==> config.mk <==
export PLATFORM = sky130hd
export DESIGN_NAME = hpim_irq_route
export DESIGN_NICKNAME = d
export VERILOG_FILES = /design/src/logic/hpim_pkg.sv /design/src/logic/hpim_mask_if.sv /design/src/logic/hpim_mask_pair.sv /design/src/logic/hpim_irq_route.sv
export SDC_FILE = /design/constraint.sdc
export NUM_CORES = 1
export LEC_CHECK = 0
export ABC_AREA = 1
export BUFFER_PORTS_ARGS = -buffer_cell sky130_fd_sc_hd__buf_4
export CORE_MARGIN = 5
export CORE_UTILIZATION = 55
export CTS_CLUSTER_DIAMETER = 60
export DETAILED_ROUTE_END_ITERATION = 7
export GPL_ROUTABILITY_DRIVEN = 0
export PLACE_DENSITY_LB_ADDON = 0.15
export SLEW_MARGIN = 10
export SYNTH_ARGS = -nofsm -noshare
export SYNTH_HDL_FRONTEND = slang
export SYNTH_HIERARCHICAL = 1
export SYNTH_SLANG_ARGS = --single-unit
==> constraint.sdc <==
create_clock -name clock_i -period 2.88 [get_ports clock_i]
set_input_delay 0.288 -clock clock_i [delete_from_list [all_inputs] [get_ports clock_i]]
set_output_delay 0.288 -clock clock_i [all_outputs]
set_load 0.01 [all_outputs]
==> src/logic/hpim_pkg.sv <==
// Contract
// - Mask-set write of one sets bit if implemented (31, 12, 11, 4, 0)
// - Mask-clear write of one clears bit
// - Set and clear both read current mask
// - Masked bit is source and mask
// - Processor output follows any masked bit
// - Second processor output follows masked bits
// - Fast output follows any masked bit
// - Register writes never clear any source except bit 31 test, which drops once mask-clear writes leave no test mask set
// - Mask clear removes source contribution at once
// - Bit 12 is firmware event
// - Bit 11 is access error
// - Bit 4 is motion sync vector
// - Bit 0 is comm channel vector
// - Bit 31 test follows any test mask
// - Raw bits 12, 11, 4 and 0 follow source regardless of masks
package hpim_pkg;
    localparam int DATA_W = 32;
    localparam int ADDR_W = 32;
    localparam int VEC_W = 16;

    localparam logic [31:0] CPU_IRQ_MASK_SET_ADDR = 32'h101C1284;
    localparam logic [31:0] CPU_IRQ_MASK_CLEAR_ADDR = 32'h101C1288;
    localparam logic [31:0] CPU_IRQ_MASKED_STATUS_ADDR = 32'h101C128C;
    localparam logic [31:0] AUX_CPU_IRQ_MASK_SET_ADDR = 32'h101C1290;
    localparam logic [31:0] AUX_CPU_IRQ_MASK_CLEAR_ADDR = 32'h101C1294;
    localparam logic [31:0] AUX_CPU_IRQ_MASKED_STATUS_ADDR = 32'h101C1298;
    localparam logic [31:0] FAST_IRQ_MASK_SET_ADDR = 32'h101C129C;
    localparam logic [31:0] FAST_IRQ_MASK_CLEAR_ADDR = 32'h101C12A0;
    localparam logic [31:0] FAST_IRQ_MASKED_STATUS_ADDR = 32'h101C12A4;

    localparam int BIT_TEST = 31;
    localparam int BIT_FIRMWARE = 12;
    localparam int BIT_ACCESS_ERR = 11;
    localparam int BIT_MOTION_SYNC = 4;
    localparam int BIT_COMM = 0;

    localparam int MSYNC_VEC_HI = 15;
    localparam int MSYNC_VEC_LO = 12;
    localparam int COMM_VEC_HI = 11;
    localparam int COMM_VEC_LO = 0;

    localparam logic [31:0] IMPL_BITS = 32'h80001811;
    localparam logic [31:0] MASK_RESET = 32'h00000000;
    localparam logic [31:0] RDATA_RESET = 32'h00000000;
endpackage

==> src/logic/hpim_mask_if.sv <==
`timescale 1ns/1ps
interface hpim_mask_if #(parameter int WIDTH = 32);
    logic wr_set;
    logic wr_clear;
    logic [WIDTH-1:0] wdata;
    logic [WIDTH-1:0] raw;
    logic [WIDTH-1:0] mask;
    logic [WIDTH-1:0] masked;
    modport ctrl (output wr_set, output wr_clear, output wdata, output raw, input mask, input masked);
    modport regs (input wr_set, input wr_clear, input wdata, input raw, output mask, output masked);
endinterface

==> src/logic/hpim_mask_pair.sv <==
`timescale 1ns/1ps
module hpim_mask_pair
    import hpim_pkg::*;
(
    input wire logic clock_i,
    input wire logic rst_n_i,
    hpim_mask_if.regs port_if
);
    logic [DATA_W-1:0] mask;
    logic [DATA_W-1:0] set_bits;
    logic [DATA_W-1:0] clear_bits;
    logic [DATA_W-1:0] next_mask;

    assign set_bits = port_if.wr_set ? (port_if.wdata & IMPL_BITS) : MASK_RESET;
    assign clear_bits = port_if.wr_clear ? port_if.wdata : MASK_RESET;
    assign next_mask = ((mask | set_bits) & ~clear_bits) & IMPL_BITS;

    always_ff @(posedge clock_i or negedge rst_n_i) begin
        if (!rst_n_i) begin
            mask <= MASK_RESET;
        end else begin
            mask <= next_mask;
        end
    end

    assign port_if.mask = mask;
    assign port_if.masked = port_if.raw & mask;
endmodule

==> src/logic/hpim_irq_route.sv <==
// The strobed register port was decided locally.
`timescale 1ns/1ps
module hpim_irq_route
    import hpim_pkg::*;
(
    input wire logic clock_i,
    input wire logic rst_n_i,
    input wire logic [ADDR_W-1:0] addr_i,
    input wire logic [DATA_W-1:0] wdata_i,
    input wire logic wr_i,
    input wire logic rd_i,
    input wire logic firmware_irq_i,
    input wire logic access_err_irq_i,
    input wire logic [VEC_W-1:0] protocol_engine_irq_vector_i,
    output logic [DATA_W-1:0] rdata_o,
    output logic cpu_irq_o,
    output logic aux_cpu_irq_o,
    output logic fast_interrupt_o
);
    hpim_mask_if #(.WIDTH(DATA_W)) cpu_if ();
    hpim_mask_if #(.WIDTH(DATA_W)) aux_if ();
    hpim_mask_if #(.WIDTH(DATA_W)) fast_if ();

    logic [DATA_W-1:0] raw_status;
    logic [DATA_W-1:0] next_rdata;
    logic test_raw;
    logic motion_sync_channel;
    logic comm_channel;

    assign motion_sync_channel = |protocol_engine_irq_vector_i[MSYNC_VEC_HI:MSYNC_VEC_LO];
    assign comm_channel = |protocol_engine_irq_vector_i[COMM_VEC_HI:COMM_VEC_LO];
    assign test_raw = cpu_if.mask[BIT_TEST] | aux_if.mask[BIT_TEST] | fast_if.mask[BIT_TEST];

    always_comb begin
        raw_status = '0;
        raw_status[BIT_TEST] = test_raw;
        raw_status[BIT_FIRMWARE] = firmware_irq_i;
        raw_status[BIT_ACCESS_ERR] = access_err_irq_i;
        raw_status[BIT_MOTION_SYNC] = motion_sync_channel;
        raw_status[BIT_COMM] = comm_channel;
    end

    assign cpu_if.raw = raw_status;
    assign aux_if.raw = raw_status;
    assign fast_if.raw = raw_status;

    assign cpu_if.wdata = wdata_i;
    assign aux_if.wdata = wdata_i;
    assign fast_if.wdata = wdata_i;

    assign cpu_if.wr_set = wr_i && (addr_i == CPU_IRQ_MASK_SET_ADDR);
    assign aux_if.wr_set = wr_i && (addr_i == AUX_CPU_IRQ_MASK_SET_ADDR);
    assign fast_if.wr_set = wr_i && (addr_i == FAST_IRQ_MASK_SET_ADDR);
    assign cpu_if.wr_clear = wr_i && (addr_i == CPU_IRQ_MASK_CLEAR_ADDR);
    assign aux_if.wr_clear = wr_i && (addr_i == AUX_CPU_IRQ_MASK_CLEAR_ADDR);
    assign fast_if.wr_clear = wr_i && (addr_i == FAST_IRQ_MASK_CLEAR_ADDR);

    hpim_mask_pair u_cpu_mask (
        .clock_i(clock_i),
        .rst_n_i(rst_n_i),
        .port_if(cpu_if.regs)
    );

    hpim_mask_pair u_aux_mask (
        .clock_i(clock_i),
        .rst_n_i(rst_n_i),
        .port_if(aux_if.regs)
    );

    hpim_mask_pair u_fast_mask (
        .clock_i(clock_i),
        .rst_n_i(rst_n_i),
        .port_if(fast_if.regs)
    );

    always_comb begin
        unique case (addr_i)
            CPU_IRQ_MASK_SET_ADDR, CPU_IRQ_MASK_CLEAR_ADDR: next_rdata = cpu_if.mask;
            CPU_IRQ_MASKED_STATUS_ADDR: next_rdata = cpu_if.masked;
            AUX_CPU_IRQ_MASK_SET_ADDR, AUX_CPU_IRQ_MASK_CLEAR_ADDR: next_rdata = aux_if.mask;
            AUX_CPU_IRQ_MASKED_STATUS_ADDR: next_rdata = aux_if.masked;
            FAST_IRQ_MASK_SET_ADDR, FAST_IRQ_MASK_CLEAR_ADDR: next_rdata = fast_if.mask;
            FAST_IRQ_MASKED_STATUS_ADDR: next_rdata = fast_if.masked;
            default: next_rdata = RDATA_RESET;
        endcase
    end

    // Read data held one cycle after strobe
    always_ff @(posedge clock_i or negedge rst_n_i) begin
        if (!rst_n_i) begin
            rdata_o <= RDATA_RESET;
        end else if (rd_i) begin
            rdata_o <= next_rdata;
        end else begin
            rdata_o <= RDATA_RESET;
        end
    end

    always_ff @(posedge clock_i or negedge rst_n_i) begin
        if (!rst_n_i) begin
            cpu_irq_o <= 1'b0;
            aux_cpu_irq_o <= 1'b0;
            fast_interrupt_o <= 1'b0;
        end else begin
            cpu_irq_o <= |cpu_if.masked;
            aux_cpu_irq_o <= |aux_if.masked;
            fast_interrupt_o <= |fast_if.masked;
        end
    end
endmodule

Yosys cells after proc, flatten, opt, wreduce, memory -nomap -nowiden:

Cells that the tools add are included.

* bits of input ports: 86
* latch bits: 0
* output and inout port bits: 35
* register bits after elaboration: 50
* bits in writable memories: 0
* memories kept: 0
* bits in read-only memories: 0
* logic and storage cells: 52

* reduce and logical (&&, ||, !) cells: 14
* divide/modulo/power cells: 0
* muxes and demuxes: 8
* multiply operators: 0
* equality and inequality tests: 9
* $lt $le $gt $ge: 0
* bitwise gates (word level): 14
* $add $sub $neg: 0
* shift operators: 0

Operators by type and width (number)
* $eq A32 B29 Y1 const B: 9
* $mux W32: 7
* $and A32 B32 Y32: 6
* $pmux W32 S6: 1
* $not A32 Y32: 3
* $or A32 B32 Y32: 3
* $reduce_or A32 Y1: 3
* $reduce_or A12 Y1: 1
* $logic_and A1 B1 Y1: 6
* $reduce_or A2 Y1: 3
* $reduce_or A4 Y1: 1
* $or A1 B1 Y1: 2

Logic depth before layout (Yosys ltp):

Gate-level depths: netlist of run 1.

* depth after elaboration: 5
* gate-level depth with buffers: 13
* gate-level depth less buffers: 11

By module:

The synthesis of run 1 kept the hierarchy.

By module, submodules not included
* hpim_irq_route: area each 3124.2 um^2, cells each 525, instances 1, sequential area each 875.8 um^2
* hpim_mask_pair: area each 684.4 um^2, cells each 100, instances 3, sequential area each 125.1 um^2

Worst setup path before layout of run 1:

No wires, ideal clock.

* path type: input-to-reg
* from: input protocol_engine_irq_vector_i[13]
* to: register aux_cpu_irq_o
* setup slack: 1.205 ns
* stages on the path: 6
* buffers on the path: 0
* setup time: 0.127 ns
* data required time: 2.753 ns
* arrival: 1.548 ns
* cell sequence: or4_1 -> nand2_1 -> inv_1 -> nor4_1 -> nand4_1 -> or2_2

* longest elaborated chain between the ends: 3

Ends and longest elaborated chain
* start: declaration: line hpim_irq_route.sv:14 `input wire logic [VEC_W-1:0] protocol_engine_irq_vector_i,`
* $reduce_or A4 Y1: line hpim_irq_route.sv:30 `assign motion_sync_channel = |protocol_engine_irq_vector_i[MSYNC_VEC_HI:MSYNC_VEC_LO];`
* $and A32 B32 Y32: line hpim_mask_pair.sv:27 `assign port_if.masked = port_if.raw & mask;`
* via aux_if.masked[4]: line hpim_mask_if.sv:8 `logic [WIDTH-1:0] masked;`
* $reduce_or A32 Y1: line hpim_irq_route.sv:106 `aux_cpu_irq_o <= |aux_if.masked;`
* end signal: assignment: line hpim_irq_route.sv:106
* end: declaration: line hpim_irq_route.sv:17 `output logic aux_cpu_irq_o,`

The timed path passes the listed nets, and every way through them passes these cells.

Worst setup path after layout of run 1:

* from: register u_cpu_mask.mask[31] (netlist: u_cpu_mask/port_if.mask[31])
* to: register fast_interrupt_o

* longest elaborated chain between the ends: 4

Ends and longest elaborated chain
* start: declaration: line hpim_mask_pair.sv:9 `logic [DATA_W-1:0] mask;`
* start signal: assignment: line hpim_mask_pair.sv:22 `mask <= next_mask;`
* $or A1 B1 Y1 (2 in series): line hpim_irq_route.sv:32 `assign test_raw = cpu_if.mask[BIT_TEST] | aux_if.mask[BIT_TEST] | fast_if.mask[BIT_TEST];`
* via test_raw: line hpim_irq_route.sv:26 `logic test_raw;`
* $and A32 B32 Y32: line hpim_mask_pair.sv:27
* via fast_if.masked[31]: line hpim_mask_if.sv:8
* $reduce_or A32 Y1: line hpim_irq_route.sv:107 `fast_interrupt_o <= |fast_if.masked;`
* end signal: assignment: line hpim_irq_route.sv:107
* end: declaration: line hpim_irq_route.sv:18 `output logic fast_interrupt_o`

The timed path passes the listed nets, and every way through them passes these cells.

==> reports/metrics.csv, run 1 <==
metric,value,unit
routed_wirelength,10800,µm
vias_per_cell,4.54,
syn_inst,824,
critical_path_class,reg2reg,
postPlaceCellArea,5230,µm²
min_period,1780,ps
first_global_vias,4228,
dieHeight,107,µm
p_sw_share,27.3,%
core.rowCount,35,
fin_setup_tns,0,ps
powerDensity,249,nW/µm²
arrival,1990,ps
port_buffers,93,
drive_above_1_share,13.5,%
cp-start-kind,register,
worst_pin_slew,833,ps
drtIter0Drc,237,
hold_path_class,in2async,
postCtsSetupBuffers,0,
failed_checks,hold timing,
syn_area,5170,µm²
drv_cap,0,
final_area,5330,µm²
seqPwrFrac,52.9,%
drv_slew,0,
drc,0,
cts_tree,done,
hold_viol,11,
grt_pass1_wl,18300,µm
power_leakage,2.95,nW
p_total,1.33,mW
hold_slack,-6.06,ps
insertion_delay,310,ps
syn_to_final_growth,3.05,%
grt_usage,19.3,%
rsz0062_at_grt,false,
grt_start_max_net_pins,97,
p_int,0.963,mW
worstPathRequired,3090,ps
irDropWorstVdd,177,µV
outcome,"finished, violations left",
synth_area_per_cell,6.28,µm²
critical_path_peak_fanout,4,
ctsResizeCount,0,
p_switching,0.362,mW
clockPowerShare,34.7,%
clk_pin_slew_worst_paths,110,ps
first_pass_iters,5,
final_util,58.0,%
clockBufferDepth,2,
finalCritPeriodShare,61.9,%
postRouteAntennaNets,0,
max_slew_margin,44.5,%
start_util,56.3,%
crit_path_end_kind,register,
finalSetupViolations,0,
pin_count,121,
die_x,107,µm
cts-root-buf,clkbuf_8,
clock_sinks,50,
grt_overflow,0,
routedWlPerCell,10.7,µm
h-tree-depth,2,
antenna_found_initial,0,
detailed_place_hpwl,8190,µm
vias,4568,
nets,980,
numCtsBuffers,5,
antenna_cells,0,
cts_hold_buf,0,
ys_warn_count,6,
comb_power_share,12.4,%
clock_skew,7.65,ps
coreArea,9200,µm²
max_freq,0.561,GHz
die_area,11400,µm²
[cell usage in the layout (no fill, tap or decap)]
master / instances
buf_4: 98
clkbuf_8: 6
clkinvlp_4: 1
conb_1: 162
dfrtp_1: 50
inv_1: 72
inv_6: 1
nand2_1: 205
nand2_2: 8
nand3_1: 161
nand4_1: 6
nor2_1: 89
nor2_2: 3
nor2_4: 1
nor4_1: 27
or2_2: 3
or3_1: 1
or4_1: 1
[critical path: stages, from the launching register on]
cell,delay [ps]
dfrtp_1,420
or3_1,410
nand2_1,80
inv_1,50
nor4_1,200
nand4_1,180
or2_2,340
[metrics by stage]
stage / cells / hold WS (ps) / setup WS (ps)
floorplan: 983 / -7.59 / 1210
global placement: 998 / 344 / 813
detailed placement: 998 / 364 / 792
CTS: 1006 / 12.9 / 1110
global route: 1006 / 42.2 / 854
finish: 1006 / -6.06 / 1100
[power by group through the flow]
stage               Sequential [mW]  Combinational, mW  Clock [mW]
detailed placement            0.715              0.157           0
CTS                           0.702              0.157       0.483
floorplan                     0.716              0.227           0
global placement              0.715              0.152           0
global route                  0.702              0.194       0.506
finish                        0.701              0.164       0.461
[final cells by class]
type | count | area [µm²]
fill | 951 | 3860
clock inverter | 2 | 16.3
timing repair buffer | 98 | 736
sequential | 50 | 1250
multi-input combinational | 667 | 2840
tap | 111 | 139
clock buffer | 6 | 82.6
inverter | 72 | 270
[state kept, by name, indices dropped and copies added, names as in the netlist]
name and flops:
rdata_o 32, u_aux_mask/port_if.mask 5, u_cpu_mask/port_if.mask 5, u_fast_mask/port_if.mask 5, fast_interrupt_o 1, cpu_irq_o 1, aux_cpu_irq_o 1
[worst paths after layout]
path                                        startpoint                          end  slack, ps  depth (start not counted)
max                        u_cpu_mask/port_if.mask[31]             fast_interrupt_o       1100                          6
min                                            rst_n_i                  rdata_o[23]         -6                          1
max reg2reg                u_cpu_mask/port_if.mask[31]             fast_interrupt_o       1100                          6
min reg2reg                u_fast_mask/port_if.mask[0]  u_fast_mask/port_if.mask[0]        600                          4
max in group asynchronous                      rst_n_i                   rdata_o[6]       2450                          1
min in group clock_i                        wdata_i[4]   u_aux_mask/port_if.mask[4]        250                          4
[layer usage]
| metal | vias to the layer above | GRT usage, % | share of wire (%) |
|---|---|---|---|
| met5 | - | 0 | 0 |
| met4 | 0 | 4.57 | 1.2 |
| met3 | 11 | 3.01 | 4.2 |
| met2 | 83 | 36.0 | 53 |
| met1 | 2040 | 23.0 | 42 |
| li1 | 2434 | - | - |
Power figures use the tool's default switching activity.
==> run 2, diff against run 1 <==
CORE_UTILIZATION = 51   (was 55)
clock period = 1.5 ns   (was 2.88 ns; I/O delays follow)
==> reports/metrics.csv, run 2 (synthesis gave the netlist of run 1 again) <==
metric,value,unit
detailed_place_hpwl,8910,µm
start_util,52.7,%
h-tree-depth,2,
numCtsBuffers,5,
crit_path_end_kind,register,
first_global_vias,4348,
critPathTopFamily,simple AND/OR/NAND/NOR gates,
insertion_delay,320,ps
fill_cells,999,
hold_path_class,in2reg,
grt_overflow,0,
crit_path_cell_trace,"or3_4, buf_6, nand2_2, inv_2, nor4_4, nand4_1, or2_4",
grt_pass1_wl,19600,µm
postPlaceCellArea,5440,µm²
vias,4665,
finalCritPeriodShare,109,%
min_path_cells,4,
rsz0062_at_grt,true,
p_total,2.72,mW
die_x,111,µm
max_stage_delay,400,ps
max_slew_margin,56.3,%
powerDensity,483,nW/µm²
finalSetupViolations,4,
power_leakage,3.11,nW
cts-root-buf,clkbuf_8,
hold_viol,0,
final_common_cell,nand2_1,
nets,1004,
drtIter0Drc,204,
die_area,12300,µm²
worst_pin_slew,656,ps
antenna_cells,0,
min_period,1630,ps
dieHeight,111,µm
failed_checks,setup timing,
crit_cells,7,
clock_skew,10.0,ps
mostFrequentLayoutCells,"nand2_1 (204), conb_1 (162), nand3_1 (159)",
drv_slew,0,
cp-start-kind,register,
grt_start_max_net_pins,51,
antenna_found_initial,0,
critical_path_peak_fanout,3,
drc,0,
worstPathRequired,1720,ps
core.rowCount,36,
final_util,57.3,%
first_pass_iters,5,
vias_per_cell,4.43,
largest_reg_flops,32,
cp_slowest_cell,or3_4,
max_freq,0.612,GHz
irDropWorstVdd,267,µV
outcome,"finished, violations left",
layout_setup_ws,-134,ps
drive_above_1_share,16.6,%
clock_sinks,50,
pin_count,121,
clockBufferDepth,2,
cts_tree,done,
port_buffers,93,
routedWlPerCell,10.9,µm
grt_usage,18.8,%
rr_worst_depth,7,
clk_pin_slew_worst_paths,110,ps
routed_wirelength,11400,µm
coreArea,9820,µm²
drv_cap,0,
final_area,5630,µm²
path_buf_inv,2,
dpl_worst_slack,-250,ps
critical_path_class,reg2reg,
top_register,rdata_o,
arrival,1850,ps
syn_to_final_growth,8.78,%
postRouteAntennaNets,0,
[run 2: power by group]
group          leakage, nW  internal, mW  switching (mW)
clock               0.0591         0.511           0.536
combinational         2.45         0.124           0.200
sequential           0.605          1.35   0.00000000331
total                 3.11          1.98           0.736
[run 2: stage by stage]
| stage | std cells | setup TNS, ps | hold WS [ps] |
|---|---|---|---|
| 6_report | 1052 | -256 | 96.1 |
| 5_1_grt | 1052 | -595 | 100 |
| 4_1_cts | 1051 | -172 | 83.1 |
| 3_5_place_dp | 1042 | -686 | 234 |
| 3_3_place_gp | 1042 | -654 | 216 |
| 2_1_floorplan | 983 | -109 | -146 |
[run 2: per-layer routing]
| metal | vias up | global-route usage, % | wire length [µm] |
|---|---|---|---|
| met5 | - | 0 | 0 |
| met4 | 0 | 3.94 | 112 |
| met3 | 11 | 2.78 | 448 |
| met2 | 108 | 34.7 | 5900 |
| met1 | 2063 | 22.9 | 4990 |
| li1 | 2483 | - | - |
[run 2: worst reg2reg max path, stage by stage, from the launching register on]
cell	delay, ps
dfrtp_1	390
or3_4	400
buf_6	130
nand2_2	70
inv_2	50
nor4_4	130
nand4_1	120
or2_4	240
[run 2: path summary, 6_finish.rpt]
kind | startpoint | end | slack [ps]
max | u_cpu_mask/port_if.mask[31] | aux_cpu_irq_o | -130
min | wdata_i[0] | u_fast_mask/port_if.mask[0] | 100
max reg2reg | u_cpu_mask/port_if.mask[31] | aux_cpu_irq_o | -130
min reg2reg | u_aux_mask/port_if.mask[0] | u_aux_mask/port_if.mask[0] | 590
max in group asynchronous | rst_n_i | rdata_o[12] | 650
min in group asynchronous | rst_n_i | rdata_o[27] | 400
[run 2: final cells by class]
class                   instances  area (µm²)  area share (%)
inverters                      72         270            4.80
clock buffers                   5        68.8            1.22
well taps                     133         166            2.96
repair buffers                122         935            16.6
flip-flops and latches         50        1250            22.2
clock inverters                 3        47.5           0.845
multi-input cells             667        2890            51.3
[run 2: timing repair]
| action | CTS | global route |
|---|---|---|
| setup buffers | 0 | 1 |
| hold endpoints to repair | 50 | 0 |
| endpoints found under the setup margin | 3 | 4 |
| gates resized for setup | 7 | 6 |
| hold buffers | 1 | 0 |
| pin swaps | 0 | 4 |
